### src/cycle_timing_pkg.sv
package cycle_timing_pkg;

	// ------------------------------------------------------------
	// Timing limits
	// ------------------------------------------------------------
	localparam int unsigned MAX_CYCLES = 8; // Longest instruction, in clocks
	localparam int unsigned CORE_MAX_MHZ = 25; // Highest core clock the timing is built for
	localparam int unsigned PEAK_MIPS = 25; // One instruction per clock at full rate
	localparam int unsigned SYS_CLK_MHZ = 250; // Clock of this implementation
	localparam int unsigned INSTR_COUNT = 109; // Distinct instructions covered by the decoder
	localparam int unsigned CNT_W = 4; // Width of cycle counters

	// ------------------------------------------------------------
	// Reset values
	// ------------------------------------------------------------
	localparam logic [CNT_W-1:0] REM_RST = 4'h0; // No cycles outstanding
	localparam logic [15:0] ADDR_RST = 16'h0000; // Memory address after reset

	// ------------------------------------------------------------
	// Opcodes the sequencer treats by name
	// ------------------------------------------------------------
	localparam logic [7:0] OP_JMP_ACC_ZERO = 8'h60; // Jump if accumulator zero
	localparam logic [7:0] OP_XMOVE_RD_DATA_POINTER_REG = 8'he0; // Ext data move, read via data pointer
	localparam logic [7:0] OP_XMOVE_WR_DATA_POINTER_REG = 8'hf0; // Ext data move, write via data pointer
	localparam logic [7:0] OP_UNDEFINED = 8'ha5; // Only code point with no instruction

	// ------------------------------------------------------------
	// Types
	// ------------------------------------------------------------
	typedef enum logic [1:0] {
		MEM_NONE = 2'b00, // No memory move
		MEM_XRI = 2'b01, // Ext data move, index register address
		MEM_XDPTR = 2'b10, // Ext data move, data pointer address
		MEM_CODE = 2'b11 // Code byte move from program flash
	} mem_kind_t;

	typedef enum logic [1:0] {
		DBG_RUN = 2'b00, // Free running
		DBG_HALT = 2'b01, // Stopped by the debug host
		DBG_STEP = 2'b10 // One instruction allowed, then stop
	} dbg_state_t;

endpackage : cycle_timing_pkg

### src/op_timing_decode.sv
`timescale 1ns/1ns
module op_timing_decode
	import cycle_timing_pkg::*;
(
	input wire logic [7:0] opcode, // Opcode byte
	output logic [1:0] len, // Length in program bytes
	output logic [CNT_W-1:0] cyc_nt, // Clocks, branch not taken or no branch
	output logic [CNT_W-1:0] cyc_t, // Clocks, branch taken
	output logic is_cond, // Conditional branch
	output mem_kind_t mem_kind, // Kind of memory move
	output logic mem_write, // Memory move writes
	output logic illegal // Code point with no instruction
);

	logic [3:0] hi;
	logic [3:0] lo;
	assign hi = opcode[7:4];
	assign lo = opcode[3:0];

	// ------------------------------------------------------------
	// Length and clock table, by column then row of the opcode map
	// ------------------------------------------------------------
	always_comb begin
		len = 2'd1;
		cyc_nt = 4'h1;
		is_cond = 1'b0;
		mem_kind = MEM_NONE;
		mem_write = 1'b0;
		illegal = 1'b0;
		case (lo)
			4'h0: begin
				case (hi)
					4'h0: begin len = 2'd1; cyc_nt = 4'h1; end
					4'h1, 4'h2, 4'h3: begin len = 2'd3; cyc_nt = 4'h3; is_cond = 1'b1; end
					4'h4, 4'h5, 4'h6, 4'h7: begin len = 2'd2; cyc_nt = 4'h2; is_cond = 1'b1; end
					4'h8: begin len = 2'd2; cyc_nt = 4'h3; end
					4'h9: begin len = 2'd3; cyc_nt = 4'h3; end
					4'he: begin len = 2'd1; cyc_nt = 4'h3; mem_kind = MEM_XDPTR; end
					4'hf: begin len = 2'd1; cyc_nt = 4'h3; mem_kind = MEM_XDPTR; mem_write = 1'b1; end
					default: begin len = 2'd2; cyc_nt = 4'h2; end
				endcase
			end
			4'h1: begin len = 2'd2; cyc_nt = 4'h3; end // Absolute jump and call
			4'h2: begin
				case (hi)
					4'h0, 4'h1: begin len = 2'd3; cyc_nt = 4'h4; end
					4'h2, 4'h3: begin len = 2'd1; cyc_nt = 4'h5; end
					4'he: begin len = 2'd1; cyc_nt = 4'h3; mem_kind = MEM_XRI; end
					4'hf: begin len = 2'd1; cyc_nt = 4'h3; mem_kind = MEM_XRI; mem_write = 1'b1; end
					default: begin len = 2'd2; cyc_nt = 4'h2; end
				endcase
			end
			4'h3: begin
				case (hi)
					4'h4, 4'h5, 4'h6: begin len = 2'd3; cyc_nt = 4'h3; end
					4'h7: begin len = 2'd1; cyc_nt = 4'h3; end
					4'h8, 4'h9: begin len = 2'd1; cyc_nt = 4'h3; mem_kind = MEM_CODE; end
					4'he: begin len = 2'd1; cyc_nt = 4'h3; mem_kind = MEM_XRI; end
					4'hf: begin len = 2'd1; cyc_nt = 4'h3; mem_kind = MEM_XRI; mem_write = 1'b1; end
					default: begin len = 2'd1; cyc_nt = 4'h1; end
				endcase
			end
			4'h4: begin
				case (hi)
					4'h2, 4'h3, 4'h4, 4'h5, 4'h6, 4'h7, 4'h9: begin len = 2'd2; cyc_nt = 4'h2; end
					4'h8: begin len = 2'd1; cyc_nt = 4'h8; end
					4'ha: begin len = 2'd1; cyc_nt = 4'h4; end
					4'hb: begin len = 2'd3; cyc_nt = 4'h3; is_cond = 1'b1; end
					default: begin len = 2'd1; cyc_nt = 4'h1; end
				endcase
			end
			4'h5: begin
				case (hi)
					4'h7, 4'h8: begin len = 2'd3; cyc_nt = 4'h3; end
					4'ha: begin len = 2'd1; cyc_nt = 4'h1; illegal = 1'b1; end
					4'hb, 4'hd: begin len = 2'd3; cyc_nt = 4'h3; is_cond = 1'b1; end
					default: begin len = 2'd2; cyc_nt = 4'h2; end
				endcase
			end
			4'h6, 4'h7: begin
				case (hi)
					4'h7, 4'h8, 4'ha: begin len = 2'd2; cyc_nt = 4'h2; end
					4'hb: begin len = 2'd3; cyc_nt = 4'h4; is_cond = 1'b1; end
					default: begin len = 2'd1; cyc_nt = 4'h2; end
				endcase
			end
			default: begin
				case (hi)
					4'h7, 4'h8, 4'ha: begin len = 2'd2; cyc_nt = 4'h2; end
					4'hb: begin len = 2'd3; cyc_nt = 4'h3; is_cond = 1'b1; end
					4'hd: begin len = 2'd2; cyc_nt = 4'h2; is_cond = 1'b1; end
					default: begin len = 2'd1; cyc_nt = 4'h1; end
				endcase
			end
		endcase
	end

	// Taken branches cost exactly one clock more
	assign cyc_t = is_cond ? cyc_nt + 4'h1 : cyc_nt;

endmodule : op_timing_decode

### src/byte_cpu_cycle_timing.sv
`timescale 1ns/1ns
module byte_cpu_cycle_timing
	import cycle_timing_pkg::*;
#(
	parameter int NUM_BP = 4 // Hardware breakpoints
) (
	input wire logic clk, // System clock
	input wire logic srst, // Synchronous reset, active high
	input wire logic op_valid, // Fetch offers an opcode
	input wire logic [7:0] op_byte, // Offered opcode
	input wire logic [15:0] op_pc, // Address of offered opcode
	input wire logic branch_taken, // Branch condition of offered opcode
	input wire logic [15:0] data_pointer_reg_val, // Data pointer value
	input wire logic [7:0] index_val, // Indirect index register value
	input wire logic [7:0] aux_page, // High address byte for 8-bit moves
	input wire logic [15:0] code_addr, // Computed code byte address
	input wire logic xmove_to_flash, // Ext data moves go to program flash
	input wire logic dbg_halt_req, // Debug host asks to stop
	input wire logic dbg_run_req, // Debug host asks to run
	input wire logic dbg_step_req, // Debug host asks for one instruction
	input wire logic dbg_bp_wr, // Load a breakpoint slot
	input wire logic [$clog2(NUM_BP)-1:0] dbg_bp_sel, // Breakpoint slot
	input wire logic [15:0] dbg_bp_addr, // Breakpoint address
	input wire logic dbg_bp_en, // Breakpoint slot enable
	input wire logic dbg_acc_req, // Debug memory access, while halted
	input wire logic dbg_acc_we, // Debug access writes
	input wire logic dbg_acc_flash, // Debug access targets program flash
	input wire logic [15:0] dbg_acc_addr, // Debug access address
	output logic op_ready, // Sequencer may take an opcode
	output logic instr_done, // Previous instruction finished
	output logic [1:0] instr_len, // Bytes of last taken instruction
	output logic [CNT_W-1:0] instr_cycles, // Clocks of last taken instruction
	output logic illegal_op, // Last taken opcode was undefined
	output logic mem_rd, // Memory read strobe
	output logic mem_wr, // Memory write strobe
	output logic sel_aux_ram, // Strobe targets on-chip aux RAM
	output logic sel_flash, // Strobe targets program flash
	output logic [15:0] mem_addr, // Memory address
	output logic dbg_halted, // Core is stopped for debug
	output logic dbg_bp_hit, // A breakpoint stopped the core
	output logic dbg_acc_done // Debug access issued
);

	// ------------------------------------------------------------
	// Decode of the offered opcode
	// ------------------------------------------------------------
	logic [1:0] dec_len;
	logic [CNT_W-1:0] dec_nt;
	logic [CNT_W-1:0] dec_t;
	logic dec_cond;
	mem_kind_t dec_mem;
	logic dec_we;
	logic dec_ill;

	// Binary opcode map of the classic set, 109 instructions
	op_timing_decode i_op_timing_decode (
		.opcode(op_byte),
		.len(dec_len),
		.cyc_nt(dec_nt),
		.cyc_t(dec_t),
		.is_cond(dec_cond),
		.mem_kind(dec_mem),
		.mem_write(dec_we),
		.illegal(dec_ill)
	);

	// ------------------------------------------------------------
	// Breakpoint slots
	// ------------------------------------------------------------
	logic [15:0] bp_addr_r [NUM_BP];
	logic [NUM_BP-1:0] bp_en_r;
	logic [NUM_BP-1:0] bp_match;

	// Private comparators, so user timers and RAM stay untouched
	for (genvar i = 0; i < NUM_BP; i++) begin : g_bp
		always_ff @(posedge clk) begin
			if (srst) begin
				bp_addr_r[i] <= ADDR_RST;
				bp_en_r[i] <= 1'b0;
			end else if (dbg_bp_wr && dbg_bp_sel == ($clog2(NUM_BP))'(i)) begin
				bp_addr_r[i] <= dbg_bp_addr;
				bp_en_r[i] <= dbg_bp_en;
			end
		end
		assign bp_match[i] = bp_en_r[i] && bp_addr_r[i] == op_pc;
	end

	// ------------------------------------------------------------
	// Next-state logic
	// ------------------------------------------------------------
	dbg_state_t state_r;
	dbg_state_t state_nxt;
	logic [CNT_W-1:0] rem_r;
	logic [CNT_W-1:0] rem_nxt;
	logic [CNT_W-1:0] cyc_sel;
	logic skip_bp_r;
	logic bp_stop;
	logic accept;
	logic op_ready_r;
	logic op_ready_nxt;
	logic dbg_acc;

	// A breakpoint refuses the opcode at its address; a resume steps past it
	assign bp_stop = op_valid && op_ready_r && state_r == DBG_RUN && |bp_match && !skip_bp_r;
	assign accept = op_valid && op_ready_r && !bp_stop;
	assign cyc_sel = (dec_cond && branch_taken) ? dec_t : dec_nt;
	assign dbg_acc = dbg_acc_req && state_r == DBG_HALT && rem_r == REM_RST;

	always_comb begin
		state_nxt = state_r;
		case (state_r)
			DBG_RUN: begin
				if (dbg_halt_req || bp_stop) begin
					state_nxt = DBG_HALT;
				end
			end
			DBG_HALT: begin
				if (dbg_run_req) begin
					state_nxt = DBG_RUN;
				end else if (dbg_step_req) begin
					state_nxt = DBG_STEP;
				end
			end
			DBG_STEP: begin
				if (accept || dbg_halt_req) begin
					state_nxt = DBG_HALT;
				end
			end
			default: state_nxt = DBG_HALT;
		endcase
	end

	// Remaining clocks after the current one; plain clocks, no machine cycles
	always_comb begin
		if (accept) begin
			rem_nxt = cyc_sel - 4'h1;
		end else if (rem_r != REM_RST) begin
			rem_nxt = rem_r - 4'h1;
		end else begin
			rem_nxt = REM_RST;
		end
	end

	// Ready again on the clock after the last one, so one-clock ops go back to back
	assign op_ready_nxt = rem_nxt == REM_RST && state_nxt != DBG_HALT;

	// ------------------------------------------------------------
	// Sequencer state
	// ------------------------------------------------------------
	always_ff @(posedge clk) begin
		if (srst) begin
			rem_r <= REM_RST;
			op_ready_r <= 1'b0;
			instr_done <= 1'b0;
		end else begin
			rem_r <= rem_nxt;
			op_ready_r <= op_ready_nxt;
			instr_done <= (accept && cyc_sel == 4'h1) || rem_r == 4'h1;
		end
	end

	// Facts of the instruction in flight
	always_ff @(posedge clk) begin
		if (srst) begin
			instr_len <= 2'd0;
			instr_cycles <= REM_RST;
			illegal_op <= 1'b0;
		end else if (accept) begin
			instr_len <= dec_len;
			instr_cycles <= cyc_sel;
			illegal_op <= dec_ill;
		end
	end

	// ------------------------------------------------------------
	// Debug control
	// ------------------------------------------------------------
	always_ff @(posedge clk) begin
		if (srst) begin
			state_r <= DBG_RUN;
			skip_bp_r <= 1'b0;
			dbg_halted <= 1'b0;
			dbg_bp_hit <= 1'b0;
		end else begin
			state_r <= state_nxt;
			dbg_halted <= state_nxt == DBG_HALT;
			if (state_r == DBG_HALT && (dbg_run_req || dbg_step_req)) begin
				skip_bp_r <= 1'b1;
			end else if (accept) begin
				skip_bp_r <= 1'b0;
			end
			if (bp_stop) begin
				dbg_bp_hit <= 1'b1;
			end else if (state_nxt != DBG_HALT) begin
				dbg_bp_hit <= 1'b0;
			end
		end
	end

	// ------------------------------------------------------------
	// Memory routing; only on-chip aux RAM and flash exist
	// ------------------------------------------------------------
	always_ff @(posedge clk) begin
		if (srst) begin
			mem_rd <= 1'b0;
			mem_wr <= 1'b0;
			sel_aux_ram <= 1'b0;
			sel_flash <= 1'b0;
			mem_addr <= ADDR_RST;
			dbg_acc_done <= 1'b0;
		end else begin
			mem_rd <= 1'b0;
			mem_wr <= 1'b0;
			sel_aux_ram <= 1'b0;
			sel_flash <= 1'b0;
			dbg_acc_done <= 1'b0;
			if (accept && dec_mem == MEM_CODE) begin
				mem_rd <= 1'b1;
				sel_flash <= 1'b1;
				mem_addr <= code_addr;
			end else if (accept && dec_mem != MEM_NONE) begin
				mem_rd <= !dec_we;
				mem_wr <= dec_we;
				sel_flash <= xmove_to_flash;
				sel_aux_ram <= !xmove_to_flash;
				mem_addr <= (dec_mem == MEM_XDPTR) ? data_pointer_reg_val : {aux_page, index_val};
			end else if (dbg_acc) begin
				mem_rd <= !dbg_acc_we;
				mem_wr <= dbg_acc_we;
				sel_flash <= dbg_acc_flash;
				sel_aux_ram <= !dbg_acc_flash;
				mem_addr <= dbg_acc_addr;
				dbg_acc_done <= 1'b1;
			end
		end
	end

	assign op_ready = op_ready_r;

	// ------------------------------------------------------------
	// Checks
	// ------------------------------------------------------------
	logic [CNT_W-1:0] age_r;
	logic [7:0] low_row;

	// Clocks since the last accepted opcode, saturating
	always_ff @(posedge clk) begin
		if (srst) begin
			age_r <= REM_RST;
		end else if (accept) begin
			age_r <= 4'h1;
		end else if (age_r != 4'hf) begin
			age_r <= age_r + 4'h1;
		end
	end
	assign low_row = {4'h0, op_byte[7:4]};

	property p_max_cycles;
		@(posedge clk) disable iff (srst) instr_done |-> instr_cycles <= MAX_CYCLES;
	endproperty
	a_max_cycles: assert property (p_max_cycles) else $error("instruction over eight clocks");
	property p_done_age;
		@(posedge clk) disable iff (srst) instr_done |-> age_r == instr_cycles;
	endproperty
	a_done_age: assert property (p_done_age) else $error("done not at counted clock");
	property p_rn_one;
		@(posedge clk) disable iff (srst)
			accept && op_byte[3] && low_row >= 8'h02 && low_row <= 8'h06
			|=> instr_len == 2'd1 && instr_cycles == 4'h1 && rem_r == REM_RST;
	endproperty
	a_rn_one: assert property (p_rn_one) else $error("register op not one clock");
	property p_direct_two;
		@(posedge clk) disable iff (srst)
			accept && op_byte[3:0] == 4'h5 && low_row >= 8'h02 && low_row <= 8'h06
			|=> rem_r == 4'h1 ##1 instr_done && instr_len == 2'd2;
	endproperty
	a_direct_two: assert property (p_direct_two) else $error("direct op not two clocks");
	property p_ind_two;
		@(posedge clk) disable iff (srst)
			accept && op_byte[3:1] == 3'b011 && low_row >= 8'h02 && low_row <= 8'h06
			|=> instr_len == 2'd1 && rem_r == 4'h1 ##1 instr_done;
	endproperty
	a_ind_two: assert property (p_ind_two) else $error("indirect op not two clocks");
	property p_imm_two;
		@(posedge clk) disable iff (srst)
			accept && op_byte[3:0] == 4'h4 && low_row >= 8'h02 && low_row <= 8'h06
			|=> instr_len == 2'd2 && rem_r == 4'h1;
	endproperty
	a_imm_two: assert property (p_imm_two) else $error("immediate op not two clocks");
	property p_rmw_three;
		@(posedge clk) disable iff (srst)
			accept && op_byte[3:0] == 4'h3 && low_row >= 8'h04 && low_row <= 8'h06
			|=> rem_r == 4'h2 && instr_len == 2'd3 ##1 rem_r == 4'h1 ##1 instr_done;
	endproperty
	a_rmw_three: assert property (p_rmw_three) else $error("rmw op not three clocks");
	property p_branch_gap;
		@(posedge clk) disable iff (srst)
			accept && dec_cond
			|=> instr_cycles == $past(dec_nt) + ($past(branch_taken) ? 4'h1 : 4'h0);
	endproperty
	a_branch_gap: assert property (p_branch_gap) else $error("taken branch not one longer");
	property p_jz_time;
		@(posedge clk) disable iff (srst)
			accept && op_byte == OP_JMP_ACC_ZERO
			|=> instr_cycles == ($past(branch_taken) ? 4'h3 : 4'h2);
	endproperty
	a_jz_time: assert property (p_jz_time) else $error("zero jump timing wrong");
	property p_xdptr;
		@(posedge clk) disable iff (srst)
			accept && (op_byte == OP_XMOVE_RD_DATA_POINTER_REG || op_byte == OP_XMOVE_WR_DATA_POINTER_REG)
			|=> (mem_rd || mem_wr) && mem_addr == $past(data_pointer_reg_val) && rem_r == 4'h2 ##2 instr_done;
	endproperty
	a_xdptr: assert property (p_xdptr) else $error("pointer move not three clocks");
	property p_onchip_only;
		@(posedge clk) disable iff (srst) (mem_rd || mem_wr) |-> (sel_aux_ram ^ sel_flash);
	endproperty
	a_onchip_only: assert property (p_onchip_only) else $error("move without one target");
	property p_halt_stops;
		@(posedge clk) disable iff (srst)
			state_r == DBG_RUN && dbg_halt_req |=> (!op_ready && dbg_halted) [*2];
	endproperty
	a_halt_stops: assert property (p_halt_stops) else $error("halt did not stop core");

	c_back_to_back: cover property (@(posedge clk) disable iff (srst) accept ##1 accept ##1 accept);
	c_taken_branch: cover property (@(posedge clk) disable iff (srst) accept && dec_cond && branch_taken);
	c_step: cover property (@(posedge clk) disable iff (srst) state_r == DBG_STEP && accept);
	c_bp_hit: cover property (@(posedge clk) disable iff (srst) bp_stop);

endmodule : byte_cpu_cycle_timing

### config.mk
export PLATFORM = sky130hd
export DESIGN_NAME = byte_cpu_cycle_timing
export DESIGN_NICKNAME = d
export VERILOG_FILES = /design/src/cycle_timing_pkg.sv /design/src/op_timing_decode.sv /design/src/byte_cpu_cycle_timing.sv
export SDC_FILE = /design/constraint.sdc
export NUM_CORES = 1
export LEC_CHECK = 0
export ABC_AREA = 1
export BUFFER_PORTS_ARGS = -buffer_cell sky130_fd_sc_hd__buf_2
export CAP_MARGIN = 20
export CORE_MARGIN = 10
export CORE_UTILIZATION = 59
export CTS_BUF_LIST = sky130_fd_sc_hd__clkbuf_16
export CTS_CLUSTER_DIAMETER = 100
export DETAILED_ROUTE_END_ITERATION = 12
export GPL_ROUTABILITY_DRIVEN = 0
export PLACE_DENSITY = 0.86
export SETUP_SLACK_MARGIN = 0.5
export SYNTH_ARGS = -nofsm -noshare
export SYNTH_HDL_FRONTEND = slang
export SYNTH_SLANG_ARGS = --single-unit
### constraint.sdc
create_clock -name clk -period 5.1 [get_ports clk]
set_input_delay 0.51 -clock clk [delete_from_list [all_inputs] [get_ports clk]]
set_output_delay 0.51 -clock clk [all_outputs]
set_load 0.01 [all_outputs]
# ---- Word level (Yosys, flattened, before mapping)
# Memories as Yosys holds them, arrays and structs flattened.
# Index checks and enable logic that the tools add are counted.
dict set report totals {
  latch_bits 0
  romBits 0
  ramBits 64
  n_memories 1
  input_bits 119
  out_inout_bits 32
  reg_bits 43
}
# memory depth width rd rd_clocked_by_memory_dff wr line
set memory_table {}
lappend memory_table {bp_addr_r 4 16 4 0 4 byte_cpu_cycle_timing.sv:70} ;# logic [15:0] bp_addr_r [NUM_BP];
dict set report classes {
  n_mux 74
  n_shift 0
  n_eq_ne 36
  reduce_logical 65
  div_mod_pow 0
  n_addsub 3
  bitwise_logic 4
  mul 0
  magnitude_cmp 0
}
# operator count
set ops {}
lappend ops {{$mux 16} 8}
lappend ops {{$eq 16x16->1} 4}
lappend ops {{$pmux 2 s2} 10}
lappend ops {{$mux 1} 37}
lappend ops {{$eq 4x3->1 const B} 8}
lappend ops {{$eq 4x4->1 const B} 7}
lappend ops {{$pmux 4 s7} 1}
lappend ops {{$logic_and 1x1->1} 21}
lappend ops {{$reduce_or 3->1} 7}
lappend ops {{$reduce_or 7->1} 3}
lappend ops {{$reduce_or 4->1} 5}
lappend ops {{$eq 4x1->1 const B} 4}
lappend ops {{$eq 4x2->1 const B} 4}
lappend ops {{$logic_not 4->1} 4}
lappend ops {{$mux 4} 4}
lappend ops {{$pmux 4 s4} 1}
lappend ops {{$mux 2} 7}
lappend ops {{$pmux 2 s7} 1}
lappend ops {{$reduce_or 2->1} 7}
lappend ops {{$pmux 2 s3} 2}
lappend ops {{$eq 2x2->1 const B} 5}
lappend ops {{$pmux 3 s3} 1}
lappend ops {{$reduce_or 8->1} 1}
lappend ops {{$sub 4x1->4 const B} 2}
lappend ops {{other kinds (12)} 28}

# ---- Logic depth before layout (Yosys ltp)
# Gate-level depths: netlist (run 1).
# An unclocked memory read counts as a cell.
dict set report logic_depth {
  ltp_word 14
  mapped_depth 20
  mapped_depth_nobuf 20
}

# ---- Cells and area by module
# From an unflattened synthesis (run 1), not the netlist that was laid out.
dict set report unflattened {
  hier_cells 928
  hier_area_um2 6506.2
}
# mod cells_each seq_area_each_um2 instances area_each_um2
set modules_own_cells {}
lappend modules_own_cells {byte_cpu_cycle_timing 797 2782.7 1 5899.4}
lappend modules_own_cells {op_timing_decode 131 0.0 1 606.8}

# ---- Worst setup path before layout (run 1)
# No wires, ideal clock.
dict set report synth_path {
  kind {input-to-reg}
  startpoint {input op_byte[7]}
  endpoint {register op_ready_r (netlist: op_ready)}
  required_time_ns 5.036
  t_arrival_ns 2.429
  setup_slack_ns 2.607
  path_stages 18
  cell_sequence {nand2_1 > nor2_4 > inv_1 > nand2_1 > nand2_1 > nand4_1 > nor2_2 > nand2_1 > ha_1 > nor2_1 > o21bai_1 > ha_1 > nand3_1 > nand4_1 > nand2_1 > nor2_1 > nand3_1 > nor2_1}
}
dict set report synth_between {
  elab_chain_len 11
}
# item line
set synth_lines {}
lappend synth_lines {{start: declaration} byte_cpu_cycle_timing.sv:10} ;# input wire logic [7:0] op_byte,
lappend synth_lines {{$eq 4x2->1 (tied with other cells)} {op_timing_decode.sv:32, op_timing_decode.sv:45, op_timing_decode.sv:64}}
lappend synth_lines {{$reduce_or 7->1 (tied with other cells)} op_timing_decode.sv:64} ;# case (hi)
lappend synth_lines {{$pmux 4 s4 (tied with other cells)} op_timing_decode.sv:64}
lappend synth_lines {{$pmux 4 s7} op_timing_decode.sv:30} ;# case (lo)
lappend synth_lines {{$add 4x1->4} op_timing_decode.sv:99} ;# assign cyc_t = is_cond ? cyc_nt + 4'h1 : cyc_nt;
lappend synth_lines {{$mux 4} op_timing_decode.sv:99}
lappend synth_lines {{$mux 4 *} byte_cpu_cycle_timing.sv:106} ;# assign cyc_sel = (dec_cond && branch_taken) ? dec_t : dec_nt;
lappend synth_lines {{$sub 4x1->4 *} byte_cpu_cycle_timing.sv:136} ;# rem_nxt = cyc_sel - 4'h1;
lappend synth_lines {{$mux 4 *} byte_cpu_cycle_timing.sv:135} ;# if (accept) begin
lappend synth_lines {{$logic_not 4->1 *} byte_cpu_cycle_timing.sv:145} ;# assign op_ready_nxt = rem_nxt == REM_RST && state_nxt != DBG_HALT;
lappend synth_lines {{$logic_and 1x1->1 *} byte_cpu_cycle_timing.sv:145}
lappend synth_lines {{end signal: assignment} byte_cpu_cycle_timing.sv:157} ;# op_ready_r <= op_ready_nxt;
lappend synth_lines {{end: declaration} byte_cpu_cycle_timing.sv:99} ;# logic op_ready_r;
# Every way passes the cells marked *; elsewhere a longest branch is shown, timed or not.
# A chain may end at the register's enable or synchronous reset.

# ---- Final worst setup path (run 1)
dict set report layout_path {
  startpoint {input op_byte[3]}
  endpoint {register mem_addr[10]}
}
dict set report layout_between {
  elab_chain_len 6
}
# item line
set layout_lines {}
lappend layout_lines {{$eq 4x2->1 / $logic_not 4->1 (equally long branches)} op_timing_decode.sv:30}
lappend layout_lines {{$pmux 2 s3 *} op_timing_decode.sv:30}
lappend layout_lines {{$eq 2x2->1 / $reduce_bool 2->1 (equally long branches)} {byte_cpu_cycle_timing.sv:226, byte_cpu_cycle_timing.sv:221}}
lappend layout_lines {{$mux 16 / $logic_and 1x1->1 (equally long branches)} {byte_cpu_cycle_timing.sv:226, byte_cpu_cycle_timing.sv:221}}
lappend layout_lines {{$mux 16} byte_cpu_cycle_timing.sv:221} ;# end else if (accept && dec_mem != MEM_NONE) begin
lappend layout_lines {{$mux 16} byte_cpu_cycle_timing.sv:217} ;# if (accept && dec_mem == MEM_CODE) begin
lappend layout_lines {{end signal: assignment} byte_cpu_cycle_timing.sv:220} ;# mem_addr <= code_addr;
lappend layout_lines {{end signal: assignment} byte_cpu_cycle_timing.sv:226} ;# mem_addr <= (dec_mem == MEM_XDPTR) ? data_pointer_reg_val : {aux_page, index_val};
lappend layout_lines {{end signal: assignment} byte_cpu_cycle_timing.sv:232} ;# mem_addr <= dbg_acc_addr;
lappend layout_lines {{end: declaration} byte_cpu_cycle_timing.sv:38} ;# output logic [15:0] mem_addr,
# Marks and branches as above.

==> metrics.txt, run 1 <==
# TYPE chip_impl_metric gauge
chip_impl_metric{name="io-pin-count",unit=""} 151
chip_impl_metric{name="timing.max_cap.violations",unit=""} 0
chip_impl_metric{name="critPathRequiredTime",unit="ns"} 5.39
chip_impl_metric{name="layout_min_cycle_time",unit="ns"} 2.78
chip_impl_metric{name="power.clock.fraction",unit=""} 0.304
chip_impl_info{name="crit_top_cell",value="sky130_fd_sc_hd__inv_2"} 1
chip_impl_metric{name="design.final.nets",unit=""} 1143
chip_impl_metric{name="tightest_slew",unit="ns"} 0.886
chip_impl_metric{name="detailed_place.area",unit="µm²"} 7160
chip_impl_metric{name="design.die.area",unit="µm²"} 15300
chip_impl_metric{name="max-vdd-ir-drop",unit="V"} 0.000182
chip_impl_metric{name="max-clock-path-buffers",unit=""} 2
chip_impl_metric{name="dieHeight",unit="µm"} 124
chip_impl_metric{name="syn-cell-area",unit="µm²"} 6360
chip_impl_info{name="tritoncts_clock_tree",value="done"} 1
chip_impl_metric{name="setup-tns-final",unit="ns"} 0
chip_impl_info{name="launching_element_type_of_the_critical_path",value="input pin"} 1
chip_impl_metric{name="wl_per_cell",unit="µm"} 15.4
chip_impl_metric{name="p_per_area",unit="nW/µm²"} 297
chip_impl_metric{name="wire_length_of_the_first_global_routing_pass",unit="µm"} 28700
chip_impl_info{name="worstHoldPathType",value="in2reg"} 1
chip_impl_metric{name="cts.sink_count",unit=""} 107
chip_impl_metric{name="gr-total-overflow",unit=""} 0
chip_impl_metric{name="clock_tree.htree_level_count",unit=""} 3
chip_impl_metric{name="route.detailed.drc",unit=""} 0
chip_impl_metric{name="detail-route-antenna-nets",unit=""} 0
chip_impl_metric{name="power.sequential.fraction",unit=""} 0.473
chip_impl_metric{name="synthesis.instances",unit=""} 882
chip_impl_info{name="run_status",value="completed"} 1
chip_impl_metric{name="post-route-worst-setup-slack",unit="ns"} 2.32
chip_impl_info{name="critical_path.endpoint_type",value="flop"} 1
chip_impl_metric{name="post_synth_edffs",unit=""} 64
chip_impl_metric{name="grt_util_all_layers",unit=""} 0.235
chip_impl_metric{name="synth-warning-count",unit=""} 0
chip_impl_metric{name="yosysTopAreaCellShare",unit=""} 0.302
chip_impl_metric{name="cp_slowest_stage_delay",unit="ns"} 0.59
chip_impl_info{name="synth_common_cells",value="sky130_fd_sc_hd__nand2_1, sky130_fd_sc_hd__inv_1, sky130_fd_sc_hd__nor2_1"} 1
chip_impl_metric{name="fillCellCount",unit=""} 867
chip_impl_metric{name="core_area",unit="µm²"} 10400
chip_impl_info{name="rsz0062_at_grt",value="no"} 1
chip_impl_metric{name="min_period_over_period",unit=""} 0.545
chip_impl_metric{name="layout-area-overhead-vs-synth",unit="%"} 17.4
chip_impl_metric{name="clkTransAtPathRegs",unit="ns"} 0.07
chip_impl_metric{name="starting_density",unit=""} 0.610
chip_impl_metric{name="cts-buffers-inserted",unit=""} 9
chip_impl_metric{name="synth_async_sr_flop_share",unit=""} 0
chip_impl_info{name="crit_chain",value="buf_2 > inv_2 > nand2_1 > inv_2 > nand3_1 > nor2_1 > inv_2 > o211ai_4 > nand3_2 > nand2_2 > o21ai_0 > inv_1 > nand2_1 > inv_1"} 1
chip_impl_metric{name="finalInstanceArea",unit="µm²"} 7460
chip_impl_info{name="yosys.area.top_type",value="sky130_fd_sc_hd__edfxtp_1"} 1
chip_impl_metric{name="critical_path_cell_count",unit=""} 14
chip_impl_metric{name="worstSkewPairLatency",unit="ns"} 0.34
chip_impl_metric{name="detailedRoute.firstIterationViolations",unit=""} 467
chip_impl_metric{name="routed-via-count",unit=""} 6142
chip_impl_metric{name="reg2reg_path_depth",unit=""} 16
chip_impl_metric{name="cts_repair_resize_count",unit=""} 0
chip_impl_metric{name="grt_max_degree",unit=""} 35
chip_impl_metric{name="syn_nets",unit=""} 1004
chip_impl_metric{name="via_count_of_the_first_global_routing_pass",unit=""} 6011
chip_impl_metric{name="total_switching_power",unit="mW"} 0.674
chip_impl_info{name="yosys_most_used_dff",value="sky130_fd_sc_hd__edfxtp_1"} 1
chip_impl_metric{name="crit_path_max_fanout",unit=""} 32
chip_impl_metric{name="max_clock_skew",unit="ns"} 0.00950
chip_impl_metric{name="iteration_count_of_the_initial_detailed_routing_pass",unit=""} 5
chip_impl_info{name="netlist_top_cells_area",value="sky130_fd_sc_hd__edfxtp_1, sky130_fd_sc_hd__nand2_1, sky130_fd_sc_hd__dfxtp_1"} 1
chip_impl_metric{name="final_hold_fails",unit=""} 0
chip_impl_info{name="worst-setup-path-type",value="in2reg"} 1
chip_impl_metric{name="cellInternalPower",unit="mW"} 1.54
chip_impl_metric{name="total_leakage_power",unit="nW"} 4.02
chip_impl_metric{name="setup_viol",unit=""} 0
chip_impl_info{name="clk_root_buffer_cell",value="sky130_fd_sc_hd__clkbuf_16"} 1
chip_impl_metric{name="avgSynthCellArea",unit="µm²"} 7.21
chip_impl_metric{name="worstPathArrival",unit="ns"} 3.07
chip_impl_metric{name="std_cell_rows",unit=""} 37
chip_impl_metric{name="placement.setup.worst_slack",unit="ns"} 2.04
chip_impl_metric{name="maxSlewViolCount",unit=""} 0
chip_impl_metric{name="dieWidth",unit="µm"} 124
chip_impl_metric{name="drt-vias-per-instance",unit=""} 5.28
chip_impl_metric{name="comb_power_share",unit=""} 0.223
chip_impl_metric{name="timing.critical_path.buf_inv",unit=""} 6
chip_impl_metric{name="ys_seq_elements",unit=""} 107
chip_impl_info{name="cell_family_with_most_cp_delay",value="simple AND/OR/NAND/NOR gates"} 1
chip_impl_metric{name="fmax",unit="MHz"} 360
chip_impl_metric{name="place.detailed.hpwl",unit="µm"} 13700
chip_impl_info{name="timing.critical_path.slowest_stage_cell",value="sky130_fd_sc_hd__nand2_2"} 1
chip_impl_metric{name="min_delay_path_depth",unit=""} 3
chip_impl_metric{name="maxSlewHeadroom",unit=""} 0.405
chip_impl_metric{name="routed_wirelength",unit="µm"} 17900
chip_impl_metric{name="layout.core_utilization",unit=""} 0.716
chip_impl_metric{name="cts-hold-fix-buffers",unit=""} 0
chip_impl_metric{name="buffers_added_on_ports",unit=""} 150
chip_impl_metric{name="post_cts_buffers",unit=""} 0
chip_impl_metric{name="grt_antenna_before_repair",unit=""} 3
chip_impl_metric{name="post_route_cells_drive_above_1_share",unit=""} 0.189
chip_impl_metric{name="sequential_area_share_after_synthesis",unit=""} 0.438
chip_impl_metric{name="post_synth_num_cell_types",unit=""} 43
chip_impl_metric{name="netSwitchingFraction",unit=""} 0.305
chip_impl_info{name="synth_most_common_cell",value="sky130_fd_sc_hd__nand2_1"} 1
## state kept, by name, indices dropped and copies added (netlist names)
| name | cells |
|---|---|
| bp_addr_r | 64 |
| bp_en_r | 4 |
| dbg_acc_done | 1 |
| dbg_bp_hit | 1 |
| dbg_halted | 1 |
| illegal_op | 1 |
| instr_cycles | 4 |
| instr_done | 1 |
| instr_len | 2 |
| mem_addr | 16 |
| mem_rd | 1 |
| mem_wr | 1 |
| op_ready | 1 |
| rem_r | 4 |
| sel_aux_ram | 1 |
| sel_flash | 1 |
| skip_bp_r | 1 |
| state_r | 2 |
## through the flow
stage	std cells	total power [mW]	hold slack [ns]
after floorplan	882	1.38	0.439
after global routing	1162	2.33	0.398
after CTS	1162	2.21	0.375
after detailed placement	1146	1.55	0.455
final	1164	2.21	0.383
after global placement	1146	1.54	0.448
## layer usage
layer / vias to the layer above / routed length [µm] / global-route usage
met3: 34 / 1930 / 0.0814
met2: 300 / 8650 / 0.407
met1: 2737 / 6950 / 0.266
li1: 3067 / - / -
met4: 4 / 378 / 0.0735
met5: - / 21 / 0
## cells by family after synthesis
family | Yosys count | share of synthesized area
AOI/OAI and AO/OA | 82 | 0.0734
adders and majority gates | 3 | 0.00591
buffers and inverters | 175 | 0.109
DFF | 107 | 0.438
and+or+nand+nor | 479 | 0.321
xor gates and xnor gates | 20 | 0.0276
muxes | 16 | 0.0252
## cell usage in the layout, fill, tap and decap left out, drive strengths merged, types with 3 or more instances in the layout
master,count
a21oi,27
nand3,65
buf,151
nor2,139
clkinv,5
nand2,237
xor2,5
clkbuf,10
nand4,26
nor3,6
o211ai,4
inv,152
edfxtp,64
xnor2,15
o21ai,39
mux2i,16
dfxtp,43
a21boi,3
or2,3
ha,3
## final cells by class
| class | count | area, µm² | area share |
|---|---|---|---|
| antenna | 2 | 5.00 | 0.000671 |
| clock buffer | 10 | 250 | 0.0335 |
| clock inverter | 6 | 41.3 | 0.00553 |
| inverter | 152 | 571 | 0.0765 |
| multi-input combinational | 600 | 2880 | 0.386 |
| sequential | 107 | 2780 | 0.373 |
| tap | 136 | 170 | 0.0228 |
| timing repair buffer | 151 | 758 | 0.102 |
## power groups by stage
stage	Combinational (mW)	Sequential, mW	Clock (mW)
6_report	0.492	1.05	0.673
5_1_grt	0.560	1.06	0.715
3_3_place_gp	0.474	1.06	0
2_1_floorplan	0.310	1.07	0
3_5_place_dp	0.486	1.06	0
4_1_cts	0.490	1.05	0.678
## path summary, 6_finish.rpt
check	from	to	slack [ns]
max	op_byte[3]	mem_addr[10]	2.32
min	dbg_acc_we	mem_wr	0.38
max reg2reg	bp_addr_r[0][1]	mem_addr[10]	2.36
min reg2reg	illegal_op	illegal_op	0.47
## tightest hold or removal path: stages
cell and delay, ns:
sky130_fd_sc_hd__buf_2 0.09, sky130_fd_sc_hd__nand2_1 0.05, sky130_fd_sc_hd__nand2_1 0.05
No activity file was read; power rests on OpenSTA's default activity.
==> run 2, diff against run 1 <==
- ABC_AREA: 1 -> 0
- CORE_UTILIZATION: 59 -> 49
- PLACE_DENSITY: 0.86 -> 0.76
- clock period: 5.1 -> 2.53 ns (I/O delays scaled with it)
==> metrics.txt, run 2 <==
# TYPE chip_impl_metric gauge
chip_impl_info{name="run_status",value="completed"} 1
chip_impl_metric{name="gr-total-overflow",unit=""} 0
chip_impl_metric{name="max-clock-path-buffers",unit=""} 2
chip_impl_info{name="layout.cells.most_common",value="sky130_fd_sc_hd__buf_2"} 1
chip_impl_metric{name="post_synth_edffs",unit=""} 64
chip_impl_metric{name="fillCellCount",unit=""} 953
chip_impl_metric{name="timing.max_cap.violations",unit=""} 0
chip_impl_info{name="synth_common_cells",value="sky130_fd_sc_hd__and2_1, sky130_fd_sc_hd__edfxtp_1, sky130_fd_sc_hd__xor2_1"} 1
chip_impl_metric{name="maxSlewViolCount",unit=""} 0
chip_impl_metric{name="wl_per_cell",unit="µm"} 19.6
chip_impl_metric{name="grt_antenna_before_repair",unit=""} 1
chip_impl_metric{name="worstPathArrival",unit="ns"} 2.71
chip_impl_info{name="netlist_top_cells_area",value="sky130_fd_sc_hd__edfxtp_1, sky130_fd_sc_hd__dfxtp_1, sky130_fd_sc_hd__xor2_1"} 1
chip_impl_metric{name="detailed_place.area",unit="µm²"} 7460
chip_impl_metric{name="route.detailed.drc",unit=""} 0
chip_impl_metric{name="reg2reg_slack",unit="ns"} 0.05
chip_impl_metric{name="finalNonFillerCells",unit=""} 972
chip_impl_metric{name="synth-warning-count",unit=""} 0
chip_impl_metric{name="core_area",unit="µm²"} 12200
chip_impl_metric{name="clock_tree.htree_level_count",unit=""} 3
chip_impl_metric{name="worstSkewPairLatency",unit="ns"} 0.35
chip_impl_metric{name="grt_util_all_layers",unit=""} 0.209
chip_impl_metric{name="syn-cell-area",unit="µm²"} 6140
chip_impl_metric{name="layout-area-overhead-vs-synth",unit="%"} 29.9
chip_impl_info{name="worst-setup-path-type",value="reg2reg"} 1
chip_impl_metric{name="final.hold.worst_slack",unit="ns"} 0.163
chip_impl_info{name="clk_root_buffer_cell",value="sky130_fd_sc_hd__clkbuf_16"} 1
chip_impl_metric{name="setup_viol",unit=""} 0
chip_impl_info{name="hold-path-endpoint",value="bp_en_r[3]"} 1
chip_impl_info{name="mostFrequentLayoutCells",value="sky130_fd_sc_hd__buf_2, sky130_fd_sc_hd__and2_1, sky130_fd_sc_hd__edfxtp_1"} 1
chip_impl_metric{name="syn_nets",unit=""} 733
chip_impl_info{name="layout_top_registers",value="bp_addr_r (64), mem_addr (16)"} 1
chip_impl_metric{name="layout_min_cycle_time",unit="ns"} 2.48
chip_impl_metric{name="cts-buffers-inserted",unit=""} 9
chip_impl_info{name="critical_path.reg2reg.startpoint",value="bp_addr_r[3][7]"} 1
chip_impl_info{name="launching_element_type_of_the_critical_path",value="flop"} 1
chip_impl_metric{name="reg2reg_path_depth",unit=""} 9
chip_impl_info{name="top_register",value="bp_addr_r"} 1
chip_impl_metric{name="clkTransAtPathRegs",unit="ns"} 0.08
chip_impl_metric{name="routed_wirelength",unit="µm"} 19100
chip_impl_metric{name="cts-hold-fix-buffers",unit=""} 0
chip_impl_metric{name="detail-route-antenna-nets",unit=""} 0
chip_impl_metric{name="largest_reg_flops",unit=""} 64
chip_impl_metric{name="place.detailed.hpwl",unit="µm"} 14400
chip_impl_metric{name="design.final.nets",unit=""} 920
chip_impl_info{name="yosys.area.top_type",value="sky130_fd_sc_hd__edfxtp_1"} 1
chip_impl_metric{name="min_delay_path_depth",unit=""} 3
chip_impl_metric{name="wire_length_of_the_first_global_routing_pass",unit="µm"} 29700
chip_impl_metric{name="fmax",unit="MHz"} 403
chip_impl_info{name="tritoncts_clock_tree",value="done"} 1
chip_impl_metric{name="dieHeight",unit="µm"} 132
chip_impl_metric{name="finalInstanceArea",unit="µm²"} 7980
chip_impl_metric{name="post-route-worst-setup-slack",unit="ns"} 0.0516
chip_impl_metric{name="io-pin-count",unit=""} 151
chip_impl_metric{name="routed-via-count",unit=""} 5546
chip_impl_metric{name="iteration_count_of_the_initial_detailed_routing_pass",unit=""} 5
chip_impl_metric{name="yosysTopAreaCellShare",unit=""} 0.313
chip_impl_metric{name="drt-vias-per-instance",unit=""} 5.71
chip_impl_info{name="critical_path.endpoint_type",value="flop"} 1
chip_impl_metric{name="starting_density",unit=""} 0.505
chip_impl_metric{name="placement.setup.worst_slack",unit="ns"} -0.161
chip_impl_metric{name="post_synth_num_cell_types",unit=""} 67
chip_impl_metric{name="max_clock_skew",unit="ns"} 0.00998
chip_impl_info{name="yosys_most_used_dff",value="sky130_fd_sc_hd__edfxtp_1"} 1
chip_impl_info{name="rsz0062_at_grt",value="yes"} 1
chip_impl_metric{name="detailedRoute.firstIterationViolations",unit=""} 450
chip_impl_metric{name="critPathRequiredTime",unit="ns"} 2.76
chip_impl_metric{name="design.die.area",unit="µm²"} 17400
chip_impl_metric{name="total_leakage_power",unit="nW"} 3.34
chip_impl_metric{name="buffers_added_on_ports",unit=""} 150
chip_impl_metric{name="std_cell_rows",unit=""} 40
chip_impl_metric{name="grt_max_degree",unit=""} 35
chip_impl_metric{name="sequential_area_share_after_synthesis",unit=""} 0.453
chip_impl_info{name="worstHoldPathType",value="in2reg"} 1
chip_impl_info{name="regToRegEndpoint",value="mem_addr[2]"} 1
chip_impl_metric{name="cts.sink_count",unit=""} 107
chip_impl_metric{name="synth_async_sr_flop_share",unit=""} 0
chip_impl_info{name="launch_instance_of_the_worst_min_delay_path",value="dbg_bp_en"} 1
chip_impl_metric{name="ys_seq_elements",unit=""} 107
chip_impl_metric{name="crit_path_max_fanout",unit=""} 17
chip_impl_metric{name="p_per_area",unit="nW/µm²"} 535
chip_impl_metric{name="avgSynthCellArea",unit="µm²"} 10.1
chip_impl_metric{name="dieWidth",unit="µm"} 132
chip_impl_metric{name="synthesis.instances",unit=""} 611
chip_impl_metric{name="via_count_of_the_first_global_routing_pass",unit=""} 5751
chip_impl_metric{name="place_inst",unit=""} 951
chip_impl_metric{name="post_route_cells_drive_above_1_share",unit=""} 0.352
chip_impl_metric{name="max-vdd-ir-drop",unit="V"} 0.000271
chip_impl_metric{name="min_period_over_period",unit=""} 0.980
chip_impl_metric{name="maxSlewHeadroom",unit=""} 0.587
chip_impl_metric{name="tightest_slew",unit="ns"} 0.620
chip_impl_info{name="synth_most_common_cell",value="sky130_fd_sc_hd__and2_1"} 1
chip_impl_metric{name="final_hold_fails",unit=""} 0
run 2: changes by cell type after synthesis, moves of 18 or more:
cell                      before  now
sky130_fd_sc_hd__nand2_1     231   42
sky130_fd_sc_hd__nand4_1      26    8
sky130_fd_sc_hd__nor2_1      133   34
sky130_fd_sc_hd__and2_1        0   65
sky130_fd_sc_hd__nand3_1      63    9
sky130_fd_sc_hd__xor2_1        5   64
sky130_fd_sc_hd__inv_1       142   14
run 2: layout make-up:
cell class	count	area [µm²]	share of cell area
multi-input cells	453	3320	0.416
repair buffers	213	1320	0.165
clock buffers	9	225	0.0282
diodes	1	2.50	0.000314
inverters	14	52.6	0.00659
flip-flops and latches	107	2780	0.349
well taps	168	210	0.0264
clock inverters	7	66.3	0.00832
run 2: cell families after synthesis:
family / Yosys count / share of synthesized area
flip-flops: 107 / 0.453
AND/OR/NAND/NOR: 224 / 0.204
adder cells (fa/ha/maj): 3 / 0.00611
buffers and inverters: 51 / 0.0387
multiplexers: 18 / 0.0293
XOR/XNOR: 69 / 0.101
AO/OA/AOI/OAI: 139 / 0.167
run 2: critical path, stage by stage (launching register included):
cell and delay, ns:
sky130_fd_sc_hd__edfxtp_1 0.39, sky130_fd_sc_hd__xor2_1 0.16, sky130_fd_sc_hd__nor4_2 0.34, sky130_fd_sc_hd__nand4_1 0.16, sky130_fd_sc_hd__o32ai_2 0.36, sky130_fd_sc_hd__o21ai_4 0.15
sky130_fd_sc_hd__nor4b_4 0.19, sky130_fd_sc_hd__buf_12 0.16, sky130_fd_sc_hd__a22o_1 0.23, sky130_fd_sc_hd__o221a_1 0.21
run 2: worst max-delay path by stage:
| stage | startpoint | endpoint | slack (ns) | depth (start not counted) |
|---|---|---|---|---|
| after CTS | bp_addr_r[1][14] | mem_addr[2] | 0.10 | 9 |
| final | bp_addr_r[3][7] | mem_addr[2] | 0.05 | 9 |
| after floorplan | op_byte[5] | op_ready | 0.04 | 13 |
| after global routing | bp_addr_r[3][1] | mem_addr[8] | -0.06 | 9 |
| after detailed placement | op_byte[6] | op_ready | -0.16 | 12 |
| after global placement | op_byte[1] | op_ready | -0.01 | 12 |
run 2: repair_timing:
item,4_1_cts,5_1_grt
setup buffers,2,0
resized for setup,15,12
cloned,1,1
pin swaps,4,4
endpoints found under the setup margin,37,37
run 2: per-stage QoR:
step | utilization | TNS (ns) | total power [mW]
after global placement | 0.614 | -0.0120 | 2.85
after global routing | 0.656 | -0.415 | 4.45
after detailed placement | 0.614 | -0.339 | 2.88
final | 0.656 | 0 | 4.27
after floorplan | - | 0 | 2.51
after CTS | 0.648 | 0 | 4.27
run 2: metal layers:
metal  global-route usage  routed length (µm)  up-vias  part of all wire
met3               0.0716                1760       39             0.092
met1                0.226                7280     2610              0.38
li1                     -                   -     2595                 -
met2                0.369                9520      300              0.50
met4               0.0723                 505        2             0.026
met5                    0                  13        -           0.00068
run 2: power breakdown:
group	total, mW	internal, mW	switching [mW]	leakage, nW
Clock	1.38	0.694	0.681	0.138
Sequential	2.04	1.97	0.0705	0.979
Combinational	0.847	0.377	0.471	2.23
